==> src/core/qp_pkg.sv <==
// constants for the protocol and registration query handler
package qp_pkg;
    localparam logic [7:0] PROTO_QUERY_CODE = 8'h08;
    localparam logic [7:0] PROTO_REPLY_CODE = 8'h09;
    localparam logic [7:0] REG_QUERY_CODE = 8'h10;
    localparam logic [7:0] RSVD_BYTE = 8'h00;
    localparam logic [7:0] FILL_BYTE = 8'h00;
    localparam int QUERY_LEN = 8;
    localparam int TAG_HI_POS = 2;
    localparam int TAG_LO_POS = 3;
    localparam int PATH_POS = 4;
    localparam int LIST_POS = 4;
    localparam int LIST_LEN = 11;
    localparam int REPLY_LEN = LIST_POS + LIST_LEN;
    localparam int VU_ENTRY_LEN = 5;
    localparam int RECORD_LEN = 18;
    localparam int RECORDS_PER_FRAME = 8;
    localparam int OFFSET_ZERO = 0;
endpackage : qp_pkg

==> src/core/byte_capture.sv <==
// byte register with load enable, used for captured query fields
`timescale 1ns/1ns
module byte_capture #(
    parameter int WIDTH = 8
) (
    input wire logic clock,
    input wire logic sys_rst,
    input wire logic ce,
    input wire logic load,
    input wire logic [WIDTH-1:0] d,
    output logic [WIDTH-1:0] q
);
    always_ff @(posedge clock or posedge sys_rst) begin
        if (sys_rst) begin
            q <= '0;
        end else if (ce && load) begin
            q <= d;
        end
    end
endmodule : byte_capture

==> src/core/query_handler.sv <==
// protocol query reply and registration query table upload engine
// Operation
// - reply leaves on the query's own port
// - reply code 09h, reserved, then tag
// - reply tag copies query tag exactly
// - eleven byte list at four, zero filled
// - standard protocol is one code byte
// - vendor entry is code plus four identifier
// - listed protocol codes are all distinct
// - registration query code 10h carries return path
// - return path placed in reply and ready; here it is only put out on ready_path, no tx byte carries it
// - data-ready gives total size, offset zero
// - eighteen byte records, eight per frame
`timescale 1ns/1ns
module query_handler
    import qp_pkg::*;
#(
    parameter int PORT_W = 2,
    parameter int ENTRY_W = 6,
    parameter logic [LIST_LEN*8-1:0] PROTO_LIST = {8'h01, {10{8'h00}}}
) (
    input wire logic clock,
    input wire logic sys_rst,
    input wire logic ce,
    input wire logic rx_valid,
    input wire logic rx_first,
    input wire logic [7:0] rx_data,
    input wire logic [PORT_W-1:0] rx_port,
    input wire logic [ENTRY_W-1:0] table_entries,
    input wire logic data_reply_seen,
    output logic [ENTRY_W-1:0] rec_index,
    input wire logic [RECORD_LEN*8-1:0] rec_data,
    input wire logic tx_ready,
    output logic tx_valid,
    output logic tx_first,
    output logic tx_last,
    output logic [7:0] tx_data,
    output logic [PORT_W-1:0] tx_port,
    output logic ready_valid,
    output logic [31:0] ready_path,
    output logic [15:0] ready_tag,
    output logic [31:0] ready_count,
    output logic [31:0] ready_offset,
    output logic data_frame_start,
    output logic busy
);
    typedef enum logic [4:0] {
        ST_IDLE = 5'b00001,
        ST_RX = 5'b00010,
        ST_REPLY = 5'b00100,
        ST_WAIT = 5'b01000,
        ST_DATA = 5'b10000
    } state_e;

    state_e state;
    state_e next_state;
    logic [3:0] rx_cnt;
    logic [7:0] qcode;
    logic [4:0] tx_cnt;
    logic [4:0] rec_byte;
    logic [3:0] frame_rec;
    logic [PORT_W-1:0] q_port;
    logic [15:0] q_tag;
    logic [31:0] q_path;
    logic [7:0] reply_byte;
    logic [7:0] rec_byte_val;

    wire in_idle = state == ST_IDLE;
    wire in_rx = state == ST_RX;
    wire in_reply = state == ST_REPLY;
    wire in_data = state == ST_DATA;

    wire rx_take = ce && rx_valid;
    wire rx_byte = rx_take && in_rx;
    wire start_query = rx_take && rx_first && in_idle;
    wire rx_done = rx_byte && rx_cnt == 4'(QUERY_LEN - 1);
    wire is_proto = qcode == PROTO_QUERY_CODE;
    wire is_reg = qcode == REG_QUERY_CODE;
    wire tx_fire = ce && tx_valid && tx_ready;
    wire reply_end = tx_cnt == 5'(REPLY_LEN - 1);
    wire rec_end = rec_byte == 5'(RECORD_LEN - 1);
    wire last_rec = rec_index == table_entries - 1'b1;
    wire frame_full = frame_rec == 4'(RECORDS_PER_FRAME - 1);
    wire state_change = ce && state != next_state;
    wire rec_done = tx_fire && in_data && rec_end;
    wire data_first = rec_byte == '0 && frame_rec == '0;
    wire data_last = rec_end && (frame_full || last_rec);
    wire tag_hi_load = rx_byte && rx_cnt == 4'(TAG_HI_POS);
    wire tag_lo_load = rx_byte && rx_cnt == 4'(TAG_LO_POS);
    wire reply_arrived = ce && data_reply_seen;
    wire reg_done = rx_done && is_reg;
    wire [31:0] path_now = {q_path[31:8], rx_data};
    wire [31:0] total_bytes = 32'(table_entries) * 32'(RECORD_LEN);
    wire [4:0] list_pos = tx_cnt - 5'(LIST_POS);
    wire [7:0] list_byte = PROTO_LIST[8*(LIST_LEN-1-list_pos)+:8];

    // tag bytes captured field by field
    byte_capture #(.WIDTH(8)) tag_hi (
        .clock(clock), .sys_rst(sys_rst), .ce(ce),
        .load(tag_hi_load),
        .d(rx_data), .q(q_tag[15:8])
    );
    byte_capture #(.WIDTH(8)) tag_lo (
        .clock(clock), .sys_rst(sys_rst), .ce(ce),
        .load(tag_lo_load),
        .d(rx_data), .q(q_tag[7:0])
    );
    genvar gi;
    generate
        for (gi = 0; gi < 4; gi++) begin : g_path
            // return path bytes four to seven
            byte_capture #(.WIDTH(8)) path_b (
                .clock(clock), .sys_rst(sys_rst), .ce(ce),
                .load(rx_take && state == ST_RX
                    && rx_cnt == 4'(PATH_POS + gi)),
                .d(rx_data), .q(q_path[31-8*gi -: 8])
            );
        end
    endgenerate

    // code, reserved and tag at fixed bytes
    always_comb begin
        case (tx_cnt)
            5'd0: reply_byte = PROTO_REPLY_CODE;
            5'd1: reply_byte = RSVD_BYTE;
            5'd2: reply_byte = q_tag[15:8];
            5'd3: reply_byte = q_tag[7:0];
            default: reply_byte = list_byte;
        endcase
    end

    // record bytes sent most significant first
    assign rec_byte_val = rec_data[8*(RECORD_LEN-1-rec_byte)+:8];

    assign tx_valid = in_reply || in_data;
    assign busy = !in_idle;

    // next state from the received code
    always_comb begin
        next_state = state;
        case (state)
            ST_IDLE: begin
                if (start_query) begin
                    next_state = ST_RX;
                end
            end
            ST_RX: begin
                if (rx_done && is_reg) begin
                    next_state = ST_WAIT;
                end else if (rx_done && is_proto) begin
                    next_state = ST_REPLY;
                end else if (rx_done) begin
                    next_state = ST_IDLE;
                end
            end
            ST_REPLY: begin
                if (tx_fire && reply_end) begin
                    next_state = ST_IDLE;
                end
            end
            ST_WAIT: begin
                if (reply_arrived && table_entries == '0) begin
                    next_state = ST_IDLE;
                end else if (reply_arrived) begin
                    next_state = ST_DATA;
                end
            end
            ST_DATA: begin
                if (rec_done && last_rec) begin
                    next_state = ST_IDLE;
                end
            end
            default: begin
                next_state = ST_IDLE;
            end
        endcase
    end

    // state register, frozen while ce is low
    always_ff @(posedge clock or posedge sys_rst) begin
        if (sys_rst) begin
            state <= ST_IDLE;
        end else if (ce) begin
            state <= next_state;
        end
    end

    // query code and receiving port
    always_ff @(posedge clock or posedge sys_rst) begin
        if (sys_rst) begin
            qcode <= '0;
            q_port <= '0;
        end else if (start_query) begin
            qcode <= rx_data;
            q_port <= rx_port;
        end
    end

    // byte position within the query
    always_ff @(posedge clock or posedge sys_rst) begin
        if (sys_rst) begin
            rx_cnt <= '0;
        end else if (start_query) begin
            rx_cnt <= 4'd1;
        end else if (rx_byte) begin
            rx_cnt <= rx_cnt + 4'd1;
        end
    end

    // reply byte counter
    always_ff @(posedge clock or posedge sys_rst) begin
        if (sys_rst) begin
            tx_cnt <= '0;
        end else if (state_change) begin
            tx_cnt <= '0;
        end else if (tx_fire && in_reply) begin
            tx_cnt <= tx_cnt + 5'd1;
        end
    end

    // byte within the current record
    always_ff @(posedge clock or posedge sys_rst) begin
        if (sys_rst) begin
            rec_byte <= '0;
        end else if (state_change) begin
            rec_byte <= '0;
        end else if (tx_fire && in_data) begin
            rec_byte <= rec_end ? 5'd0 : rec_byte + 5'd1;
        end
    end

    // record being sent
    always_ff @(posedge clock or posedge sys_rst) begin
        if (sys_rst) begin
            rec_index <= '0;
        end else if (state_change) begin
            rec_index <= '0;
        end else if (rec_done) begin
            rec_index <= rec_index + 1'b1;
        end
    end

    // at most eight records a frame
    always_ff @(posedge clock or posedge sys_rst) begin
        if (sys_rst) begin
            frame_rec <= '0;
        end else if (state_change) begin
            frame_rec <= '0;
        end else if (rec_done) begin
            frame_rec <= frame_full ? 4'd0 : frame_rec + 4'd1;
        end
    end

    // reply leaves by the query port
    assign tx_port = q_port;
    assign tx_data = in_data ? rec_byte_val : reply_byte;
    assign tx_first = in_reply ? tx_cnt == '0 : data_first;
    assign tx_last = in_reply ? reply_end : data_last;
    assign data_frame_start = in_data && data_first;

    always_ff @(posedge clock or posedge sys_rst) begin
        if (sys_rst) begin
            ready_valid <= 1'b0;
        end else if (ce) begin
            ready_valid <= reg_done;
        end
    end

    // return path, last byte taken as it arrives
    always_ff @(posedge clock or posedge sys_rst) begin
        if (sys_rst) begin
            ready_path <= '0;
        end else if (reg_done) begin
            ready_path <= path_now;
        end
    end

    // tag carried into the data-ready frame
    always_ff @(posedge clock or posedge sys_rst) begin
        if (sys_rst) begin
            ready_tag <= '0;
        end else if (reg_done) begin
            ready_tag <= q_tag;
        end
    end

    always_ff @(posedge clock or posedge sys_rst) begin
        if (sys_rst) begin
            ready_count <= '0;
            ready_offset <= '0;
        end else if (reg_done) begin
            ready_count <= total_bytes;
            ready_offset <= 32'(OFFSET_ZERO);
        end
    end
endmodule : query_handler

==> config.mk <==
export PLATFORM = sky130hd
export DESIGN_NAME = query_handler
export DESIGN_NICKNAME = d
export VERILOG_FILES = /design/src/core/qp_pkg.sv /design/src/core/byte_capture.sv /design/src/core/query_handler.sv
export SDC_FILE = /design/constraint.sdc
export NUM_CORES = 1
export LEC_CHECK = 0
export BUFFER_PORTS_ARGS = -buffer_cell sky130_fd_sc_hd__buf_2
export CAP_MARGIN = 0
export CORE_ASPECT_RATIO = 1.5
export CORE_UTILIZATION = 40
export CTS_CLUSTER_DIAMETER = 30
export DETAILED_ROUTE_END_ITERATION = 7
export HOLD_SLACK_MARGIN = 0.15
export PLACE_DENSITY = 0.66
export SLEW_MARGIN = 20
export SYNTH_ARGS = -nofsm -noshare
export SYNTH_HDL_FRONTEND = slang
export SYNTH_HIERARCHICAL = 1
export SYNTH_SLANG_ARGS = --single-unit
export TNS_END_PERCENT = 10
==> constraint.sdc <==
create_clock -name clock -period 5.2 [get_ports clock]
set_clock_uncertainty 0.2 [all_clocks]
set_input_delay 1.04 -clock clock [delete_from_list [all_inputs] [get_ports clock]]
set_output_delay 1.04 -clock clock [all_outputs]
set_load 0.01 [all_outputs]
# [After elaboration in Yosys (flattened, before gate mapping)]
# Index checks and enable logic that the tools add are counted.
[word_totals] n_memories=0 mem_bits_ro=0 output_inout_bits=134 latch_bits=0 regBits=138 word_cells=116 inputBits=167 mem_bits_rw=0
[classes] div=0 shifts=2 muxes=25 magnitude_cmp=0 eq_ne=21 add_sub_neg=9 n_reduce_logical=41 n_bitwise=0 n_mul=1
[op_table] operator="144-bit by 33-bit variable part select with 8-bit output" n=1
[op_table] operator="88-bit by 33-bit variable part select with 8-bit output (first input constant)" n=1
[op_table] operator="5-bit two-way mux" n=13
[op_table] operator="8-bit case mux with 4 select lines" n=1
[op_table] operator="1-bit logical AND" n=30
[op_table] operator="5-bit case mux with 5 select lines" n=1
[op_table] operator="4-bit by 3-bit == test with 1-bit output (second input constant)" n=5
[op_table] operator="4-bit two-way mux" n=5
[op_table] operator="5-bit by 2-bit == test with 1-bit output (second input constant)" n=3
[op_table] operator="6-bit two-way mux" n=2
[op_table] operator="5-bit by 1-bit adder with 5-bit output (second input constant)" n=2
[op_table] operator="5-bit by 1-bit == test with 1-bit output (second input constant)" n=2
[op_table] operator="5-bit by 4-bit == test with 1-bit output (second input constant)" n=2
[op_table] operator="5-bit == test (second input constant)" n=2
[op_table] operator="5-bit zero test" n=2
[op_table] operator="6-bit by 4-bit multiplier with 10-bit output (second input constant)" n=1
[op_table] operator="4-bit by 1-bit adder with 4-bit output (second input constant)" n=2
[op_table] operator="4-bit by 2-bit == test with 1-bit output (second input constant)" n=2
[op_table] operator="8-bit by 4-bit == test with 1-bit output (second input constant)" n=1
[op_table] operator="8-bit by 5-bit == test with 1-bit output (second input constant)" n=1
[op_table] operator="8-bit two-way mux" n=1
[op_table] operator="2-bit nonzero test" n=4
[op_table] operator="6-bit by 1-bit adder with 6-bit output (second input constant)" n=1
[op_table] operator="6-bit == test" n=1
[op_table] operator="11 further kinds" n=13

# [Depth between registers and ports, before layout]
# Gate-level depths: netlist of run 1.
[depth] word_depth=12 depth_mapped=11 ltp_nobuf=8

# [Hierarchy]
# The synthesis of run 1 kept the hierarchy.
[by_module_without_submodules] module="query_handler" n_inst=1 cells_each=603 seq_area_each_um2=2453.6 area_each_um2=6956.7
[by_module_without_submodules] module="byte_capture" n_inst=5 cells_each=18 seq_area_each_um2=200.2 area_each_um2=300.3

# [Worst setup path after synthesis of run 1]
# OpenSTA, ideal clock, no wires.
[synth_path] kind="reg2out" startpoint="register rec_byte[1]" endpoint="output port tx_data[0]" slack_ns=0.918 t_arrival_ns=3.042 stages_incl_launch_ff=10 required_ns=3.960 path_buffers=2 cell_sequence="dfrtp_1 -> clkbuf_1 -> buf_1 -> inv_1 -> ha_1 -> xor2_1 -> mux4_2 -> and3_1 -> a21oi_1 -> o21ai_0"
[synth_between] elab_chain_len=3
[synth_lines] element="from (decl)" line_no="query_handler.sv:60" rtl="logic [4:0] rec_byte;"
[synth_lines] element="from (signal assigned)" line_no="query_handler.sv:228" rtl="rec_byte <= rec_end ? 5'd0 : rec_byte + 5'd1;"
[synth_lines] element="5-bit by 5-bit subtractor with 6-bit output" line_no="query_handler.sv:133" rtl="assign rec_byte_val = rec_data[8*(RECORD_LEN-1-rec_byte)+:8];"
[synth_lines] element="144-bit by 33-bit variable part select with 8-bit output" line_no="query_handler.sv:133"
[synth_lines] element="8-bit two-way mux" line_no="query_handler.sv:256" rtl="assign tx_data = in_data ? rec_byte_val : reply_byte;"
[synth_lines] element="to (decl)" line_no="query_handler.sv:37" rtl="output logic [7:0] tx_data,"
# No other way between the ends.

# [Final worst setup path of run 1]
[layout_path] startpoint="register rec_byte[0]" endpoint="output port tx_data[2]"
# Same word-level chain as after synthesis.

==> results.cfg, run 1 <==
[timing]
min_period_ns = 4.32
worst_slew_pin_slew_ns = 1.01
period_share_pct = 83.2
hold_slack_ns = 0.264
worst_slack_ns = 0.876
max_freq_mhz = 231
hold_viol = 0
relSlewSlack_pct = 32.4
setup_viol_count_final = 0
rsz0062_at_grt = no
finalMaxSlewViolations = 0
fin_tns_setup_ns = 0

[run]
cap_violations = 0

[worst_setup_path]
cp-end-kind = output pin
critPathArrivalTime_ns = 3.08
cp-start-kind = flip-flop
worstSetupPathType = flip-flop to output pin
rr_endpoint = rec_index[5]
r2r-start = rec_byte[0]
cp_data_required_time_ns = 3.96
rr_worst_depth = 8
path_max_fanout = 23
worst-r2r-setup-slack_ns = 1.97

[detailed_routing]
vias = 6472
first_iter_violations = 350
postRouteWirelength_um = 24900
vias_per_cell = 5.32
dr.pass1.iters = 5
drc = 0
route.antenna.remaining_nets = 0
wl_per_cell_um = 20.5

[clock_network]
cts_hold_buf = 0
cts_tree = yes
clk_pin_slew_ns = 0.06
postCtsResizedCells = 0
htree_num_levels = 4
clk_latency_ns = 0.42
clockBufferDepth = 2
numClockSinks = 138
postCtsSetupRepairBufs = 0
root_buffer = clkbuf_16
cts_inserted_buffers = 17

[logic_synthesis]
post_synth.cell_area_avg_um2 = 12.2
synth_area_um2 = 8460
ys_types = 67
ys_top_cells_by_area = dfrtp_1, mux4_2, mux2_4, mux2_2, buf_4
ys_warn_count = 6
yosys_register_bits = 138
synthFlopType = dfrtp_1
async_flop_share_pct = 100
synth_cells = 693
synth-seq-area-share_pct = 40.8
yosys.area.top_type = dfrtp_1
synth_edf_count = 0
synth_top_area_share_pct = 40.5

[outcome]
status = complete, no violations

[global_route]
grt_pass1_wl_um = 37600
track_usage_pct = 23.5
grt_max_degree = 66
grt_pass1_vias = 6373
grt_overflow = 0
grt_antenna_before_repair = 8

[placement]
io_buffers = 246
dpl.hpwl_um = 19700
gp_congestion = 0.846
pre_cts_slack_ns = 1.17

[layout]
utilization_pct = 50.0
layout.nets = 1129
drive_gt1_share_pct = 46.2
fillCellCount = 1833
syn_to_final_growth_pct = 21.7

[worst_hold_path]
min_from = tx_port[0]
hold_class = flip-flop to flip-flop
min_to = tx_port[0]
min_delay_path_depth = 2

[floorplanning]
die_area_um2 = 21700
coreArea_um2 = 20600
row_count = 64
die_x_um = 121
start_util_pct = 41.1
die_h_um = 180
ioPinCount = 301

[power_and_ir_drop]
ir_worst_vdd_mv = 0.204
power_density_nw_per_um2 = 257
leakage_nw = 5.16
==> how the worst max path moves through the flow <==
stage                            start          to  slack (ns)  depth (start not counted)
final                      rec_byte[0]  tx_data[2]        0.88                          6
after global routing       rec_byte[0]  tx_data[2]        0.72                          6
after detailed placement  rec_data[16]  tx_data[0]        1.17                          7
after floorplan            rec_byte[1]  tx_data[0]        0.92                          9
after global placement    rec_data[16]  tx_data[0]        1.17                          7
after CTS                  rec_byte[0]  tx_data[2]        0.86                          6
==> layer usage <==
layer | GRT usage (%) | vias to the layer above | wire length (µm)
li1 | - | 2915 | -
met1 | 28.1 | 3200 | 9610
met2 | 41.2 | 324 | 12900
met3 | 6.27 | 27 | 2090
met4 | 6.32 | 6 | 249
met5 | 0 | - | 35
==> area by class of cell <==
type                       instances  area [µm²]  share of cell area (%)
timing repair buffer             258        1350                    13.1
clock buffer                      20         457                    4.44
antenna                            5        12.5                   0.122
sequential                       138        3460                    33.6
clock inverter                    12         138                    1.34
multi-input combinational        492        4450                    43.2
tap                              264         330                    3.21
inverter                          28         108                    1.05
==> state kept, by name (all words and copies together), names as in the netlist <==
register,count
g_path.path_b/q,24
rx_cnt,4
rec_byte,5
tx_port,2
qcode,8
state,5
ready_valid,1
frame_rec,4
tag_lo/q,8
tag_hi/q,8
ready_count,10
rec_index,6
ready_tag,16
tx_cnt,5
ready_path,32
==> through the flow <==
step           std cells  instance area (µm²)  power [mW]
2_1_floorplan        746                 8660        1.34
3_3_place_gp        1180                 9690        1.44
3_5_place_dp        1180                 9690        1.45
4_1_cts             1212                10300        2.67
5_1_grt             1213                10300        2.74
6_report            1217                10300        2.64
==> layout by cell type (no fill, tap or decap), types with 3 or more instances in the layout <==
master       n
diode_2      5
nor3_2       3
nor4_1       6
nor3_1      19
buf_2      246
nand4b_1     3
a32oi_1      3
nand3b_1     3
clkinv_2     3
inv_6        3
nor2_1      32
dfrtp_1    135
mux4_2      38
a22oi_1      6
xor2_1      15
mux2i_1     12
nand2_1     45
xnor2_1     14
nand2_2      5
inv_1       27
clkbuf_16   17
buf_4       10
o21ai_0      9
o31ai_1      4
a21o_1       3
conb_1      54
nand3_1     17
mux2_2      43
o221ai_1     7
and3_1       5
ha_1        26
or3_1        5
a211oi_1     3
a21oi_1     15
nand4_1      7
mux2_4      50
==> cells in the mapped netlist (14+ instances only) <==
| library cell | n |
|---|---|
| dfrtp_1 | 137 |
| mux4_2 | 38 |
| mux2_4 | 50 |
| ha_1 | 26 |
| xor2_1 | 15 |
| xnor2_1 | 14 |
| buf_4 | 57 |
| nor2_1 | 32 |
| nor3_1 | 19 |
| nand2_1 | 45 |
| a21oi_1 | 15 |
| inv_1 | 28 |
| mux2_2 | 43 |
| nand3_1 | 17 |
==> critical path, stage by stage, from the launching register on <==
cell and delay (ns):
dfrtp_2 0.81, buf_12 0.29, mux4_2 0.60, mux4_1 0.53
nand3_1 0.11, o221ai_1 0.13, buf_2 0.17
==> cell families (layout without fill, tap and decap cells) <==
| group | Yosys count | after routing | share of synthesized area (%) |
|---|---|---|---|
| other | 1 | 59 | 0.0443 |
| AO/OA/AOI/OAI | 69 | 69 | 5.67 |
| flip-flops | 138 | 138 | 40.8 |
| AND/OR/NAND/NOR | 166 | 166 | 10.3 |
| multiplexers | 147 | 147 | 27.0 |
| XOR/XNOR | 29 | 29 | 3.00 |
| adder cells (fa/ha/maj) | 27 | 27 | 4.08 |
| buffers and inverters | 116 | 318 | 9.02 |
==> power breakdown <==
group | internal [mW] | total, mW | switching (mW)
clock network | 0.738 | 1.22 | 0.477
registers | 1.11 | 1.14 | 0.0316
logic | 0.122 | 0.289 | 0.167
Note: power is estimated with default switching activity, not from simulation.
==> run 2: changes to the inputs <==
Settings changed: ABC_AREA set to 1, PLACE_DENSITY 0.66 to 0.68.
Clock period 5.2 ns to 3.5 ns, I/O delays scaled along.
==> run 2 against run 1 <==
Net effect:
- clock power increased by 40%
- critical endpoint is now tx_data[6]
- die area increased by 4.6%
- combinational power increased to 4.4 times the previous value
- design area increased by 4.9%
- largest power group is now registers
- register-to-register slack got worse by 1.1 ns
- sequential power increased by 55%
- via count increased by 31%
- largest cell class unchanged
==> results.cfg, run 2 <==
[worst_setup_path]
critPathBufInv = 3
cp_data_required_time_ns = 2.60
crit_family = simple AND/OR/NAND/NOR gates
critical_path.slowest_cell = dfrtp_1
worstSetupPathType = flip-flop to output pin
cpPeakStageDelay_ns = 0.39
critPathArrivalTime_ns = 2.42
path_max_fanout = 10
cp-end-kind = output pin
cp-start-kind = flip-flop
cp_cell_sequence = inv_1, ha_1, nor2_1, nor2_4, nor3_4, buf_4, o211ai_1, a21oi_1, a22o_1, buf_2

[floorplanning]
row_count = 66
die_area_um2 = 22700
die_h_um = 184
ioPinCount = 301
start_util_pct = 40.7
coreArea_um2 = 21700
die_x_um = 123

[placement]
dpl.hpwl_um = 21200
dp.cells = 1653
io_buffers = 246
gp_congestion = 0.921
pre_cts_slack_ns = 0.279

[logic_synthesis]
synth_top_area_share_pct = 38.7
synth_cells = 1168
ys_warn_count = 6
synth-seq-area-share_pct = 39.0
yosys.area.top_type = dfrtp_1
async_flop_share_pct = 100
post_synth.cell_area_avg_um2 = 7.58
synth_edf_count = 0
yosys_register_bits = 138
yosys-top-cells-count = nand2_1, dfrtp_1, o21ai_0, nor2_1, inv_1
ys_top_cells_by_area = dfrtp_1, nand2_1, o21ai_0, nand3_1, buf_4
ys_types = 47
synth_area_um2 = 8850
synthFlopType = dfrtp_1
yosysMostFrequentCell = nand2_1

[power_and_ir_drop]
leakage_nw = 5.77
finalPower_mw = 4.75
power_density_nw_per_um2 = 440
ir_worst_vdd_mv = 0.322

[detailed_routing]
dr.pass1.iters = 5
route.antenna.remaining_nets = 0
first_iter_violations = 425
vias_per_cell = 5.03
vias = 8489
wl_per_cell_um = 16.6
drc = 0
wl_met2_um = 14800
drt-met1-wl_um = 10600
highest_layer = met5
wl_met3_um = 1720
postRouteWirelength_um = 28000

[global_route]
grt_overflow = 0
grt_antenna_before_repair = 1
grt_pass1_wl_um = 41800
grt_pass1_vias = 7881
track_usage_pct = 24.6
grt_max_degree = 78

[layout]
top_register = ready_path
syn_to_final_growth_pct = 22.0
final_cells = 1687
final_cell_mix = nand2_1, buf_2, dfrtp_1
layout.nets = 1596
largest_reg_flops = 32
antenna_cells = 0
top_regs = ready_path: 32 flops, g_path.path_b/q: 24 flops, ready_tag: 16 flops
drive_gt1_share_pct = 25.8
final_common_cell = nand2_1

[timing]
min_period_ns = 3.32
setup_viol_count_final = 0
worst_slew_pin_slew_ns = 0.879
relSlewSlack_pct = 41.4
max_freq_mhz = 301
finalMaxSlewViolations = 0
hold_viol = 0
period_share_pct = 94.8
worst_slack_ns = 0.182
fin_tns_setup_ns = 0

[clock_network]
clk_pin_slew_ns = 0.07
cts_tree = yes
numClockSinks = 138
cts_inserted_buffers = 17
clockBufferDepth = 2
clk_latency_ns = 0.42
htree_num_levels = 4
root_buffer = clkbuf_16

[outcome]
status = complete, no violations

[run]
cap_violations = 0

[worst_hold_path]
hold_class = flip-flop to flip-flop
-- run 2: cell count changes in the layout (fill, tap and decap cells not counted), moves of 43 or more --
cell     previous run  this run
nand2_1            45       334
nor2_1             32       102
o21ai_0             9       113
nand3_1            17        82
inv_1              27        85
mux2_4             50         0
mux2_2             43         0
-- run 2: metal layers --
metal  up-vias  GRT usage (%)
li1       4198              -
met1      3914           26.8
met2       331           45.7
met3        44           4.58
met4         2           9.64
met5         -              0
-- run 2: where the power goes --
part | switching, mW | leakage (nW) | total (mW) | internal (mW)
clock network | 0.776 | 0.275 | 1.71 | 0.935
registers | 0.0785 | 1.90 | 1.77 | 1.69
logic | 0.825 | 3.59 | 1.27 | 0.440
total | 1.68 | 5.77 | 4.75 | 3.07
-- run 2: metrics by stage --
step	hold WS [ns]	instance area (µm²)	utilization, %
2_1_floorplan	0.242	9050	-
3_3_place_gp	0.253	10200	46.8
3_5_place_dp	0.256	10200	46.8
4_1_cts	0.270	10700	49.5
5_1_grt	0.273	10800	49.7
6_report	0.271	10800	49.7
-- run 2: area by class of cell --
type	count	area, µm²
repair buffers	271	1500
inverters	92	352
well taps	272	340
clock inverters	15	134
fillers	2163	10900
multi-input cells	882	4590
clock buffers	17	425
flip-flops and latches	138	3460
-- run 2: final timing paths --
| path | from | endpoint | slack, ns | depth (start not counted) |
|---|---|---|---|---|
| max | rec_byte[2] | tx_data[6] | 0.18 | 10 |
| max reg2reg | rec_byte[2] | rec_index[5] | 0.90 | 12 |
| min in group asynchronous | sys_rst | g_path[2].path_b/q[4] | 0.66 | 3 |
| min reg2reg | tx_port[0] | tx_port[0] | 0.27 | 2 |
| max in group asynchronous | sys_rst | ready_count[8] | 1.64 | 4 |
| min | tx_port[0] | tx_port[0] | 0.27 | 2 |
-- run 2: cells by family after synthesis --
| family | Yosys count | share of synthesized area, % |
|---|---|---|
| fa+ha+maj | 27 | 3.90 |
| xor+xnor | 19 | 1.88 |
| compound gates | 211 | 14.8 |
| buf+inv | 201 | 11.9 |
| flops | 138 | 39.0 |
| mux | 2 | 0.226 |
| other cells | 1 | 0.0424 |
| simple gates | 569 | 28.2 |
-- run 2: worst reg2reg max path, cell delays in order (launching register included) --
cell,delay (ns)
dfrtp_1,0.41
inv_1,0.10
ha_1,0.17
inv_1,0.08
nor2_4,0.15
nand3_1,0.20
nor3_4,0.41
buf_4,0.25
nand2_2,0.06
nor2_2,0.12
nand3_1,0.10
xor2_1,0.18
a21oi_2,0.04
-- run 2: timing repair --
| action | CTS | global route |
|---|---|---|
| hold buffers | 1 | 0 |
| hold endpoints to repair | 40 | 0 |
| buffers inserted | 0 | 1 |
| resized for setup | 3 | 5 |
| setup endpoints to repair | 7 | 8 |
| pin swaps | 0 | 1 |
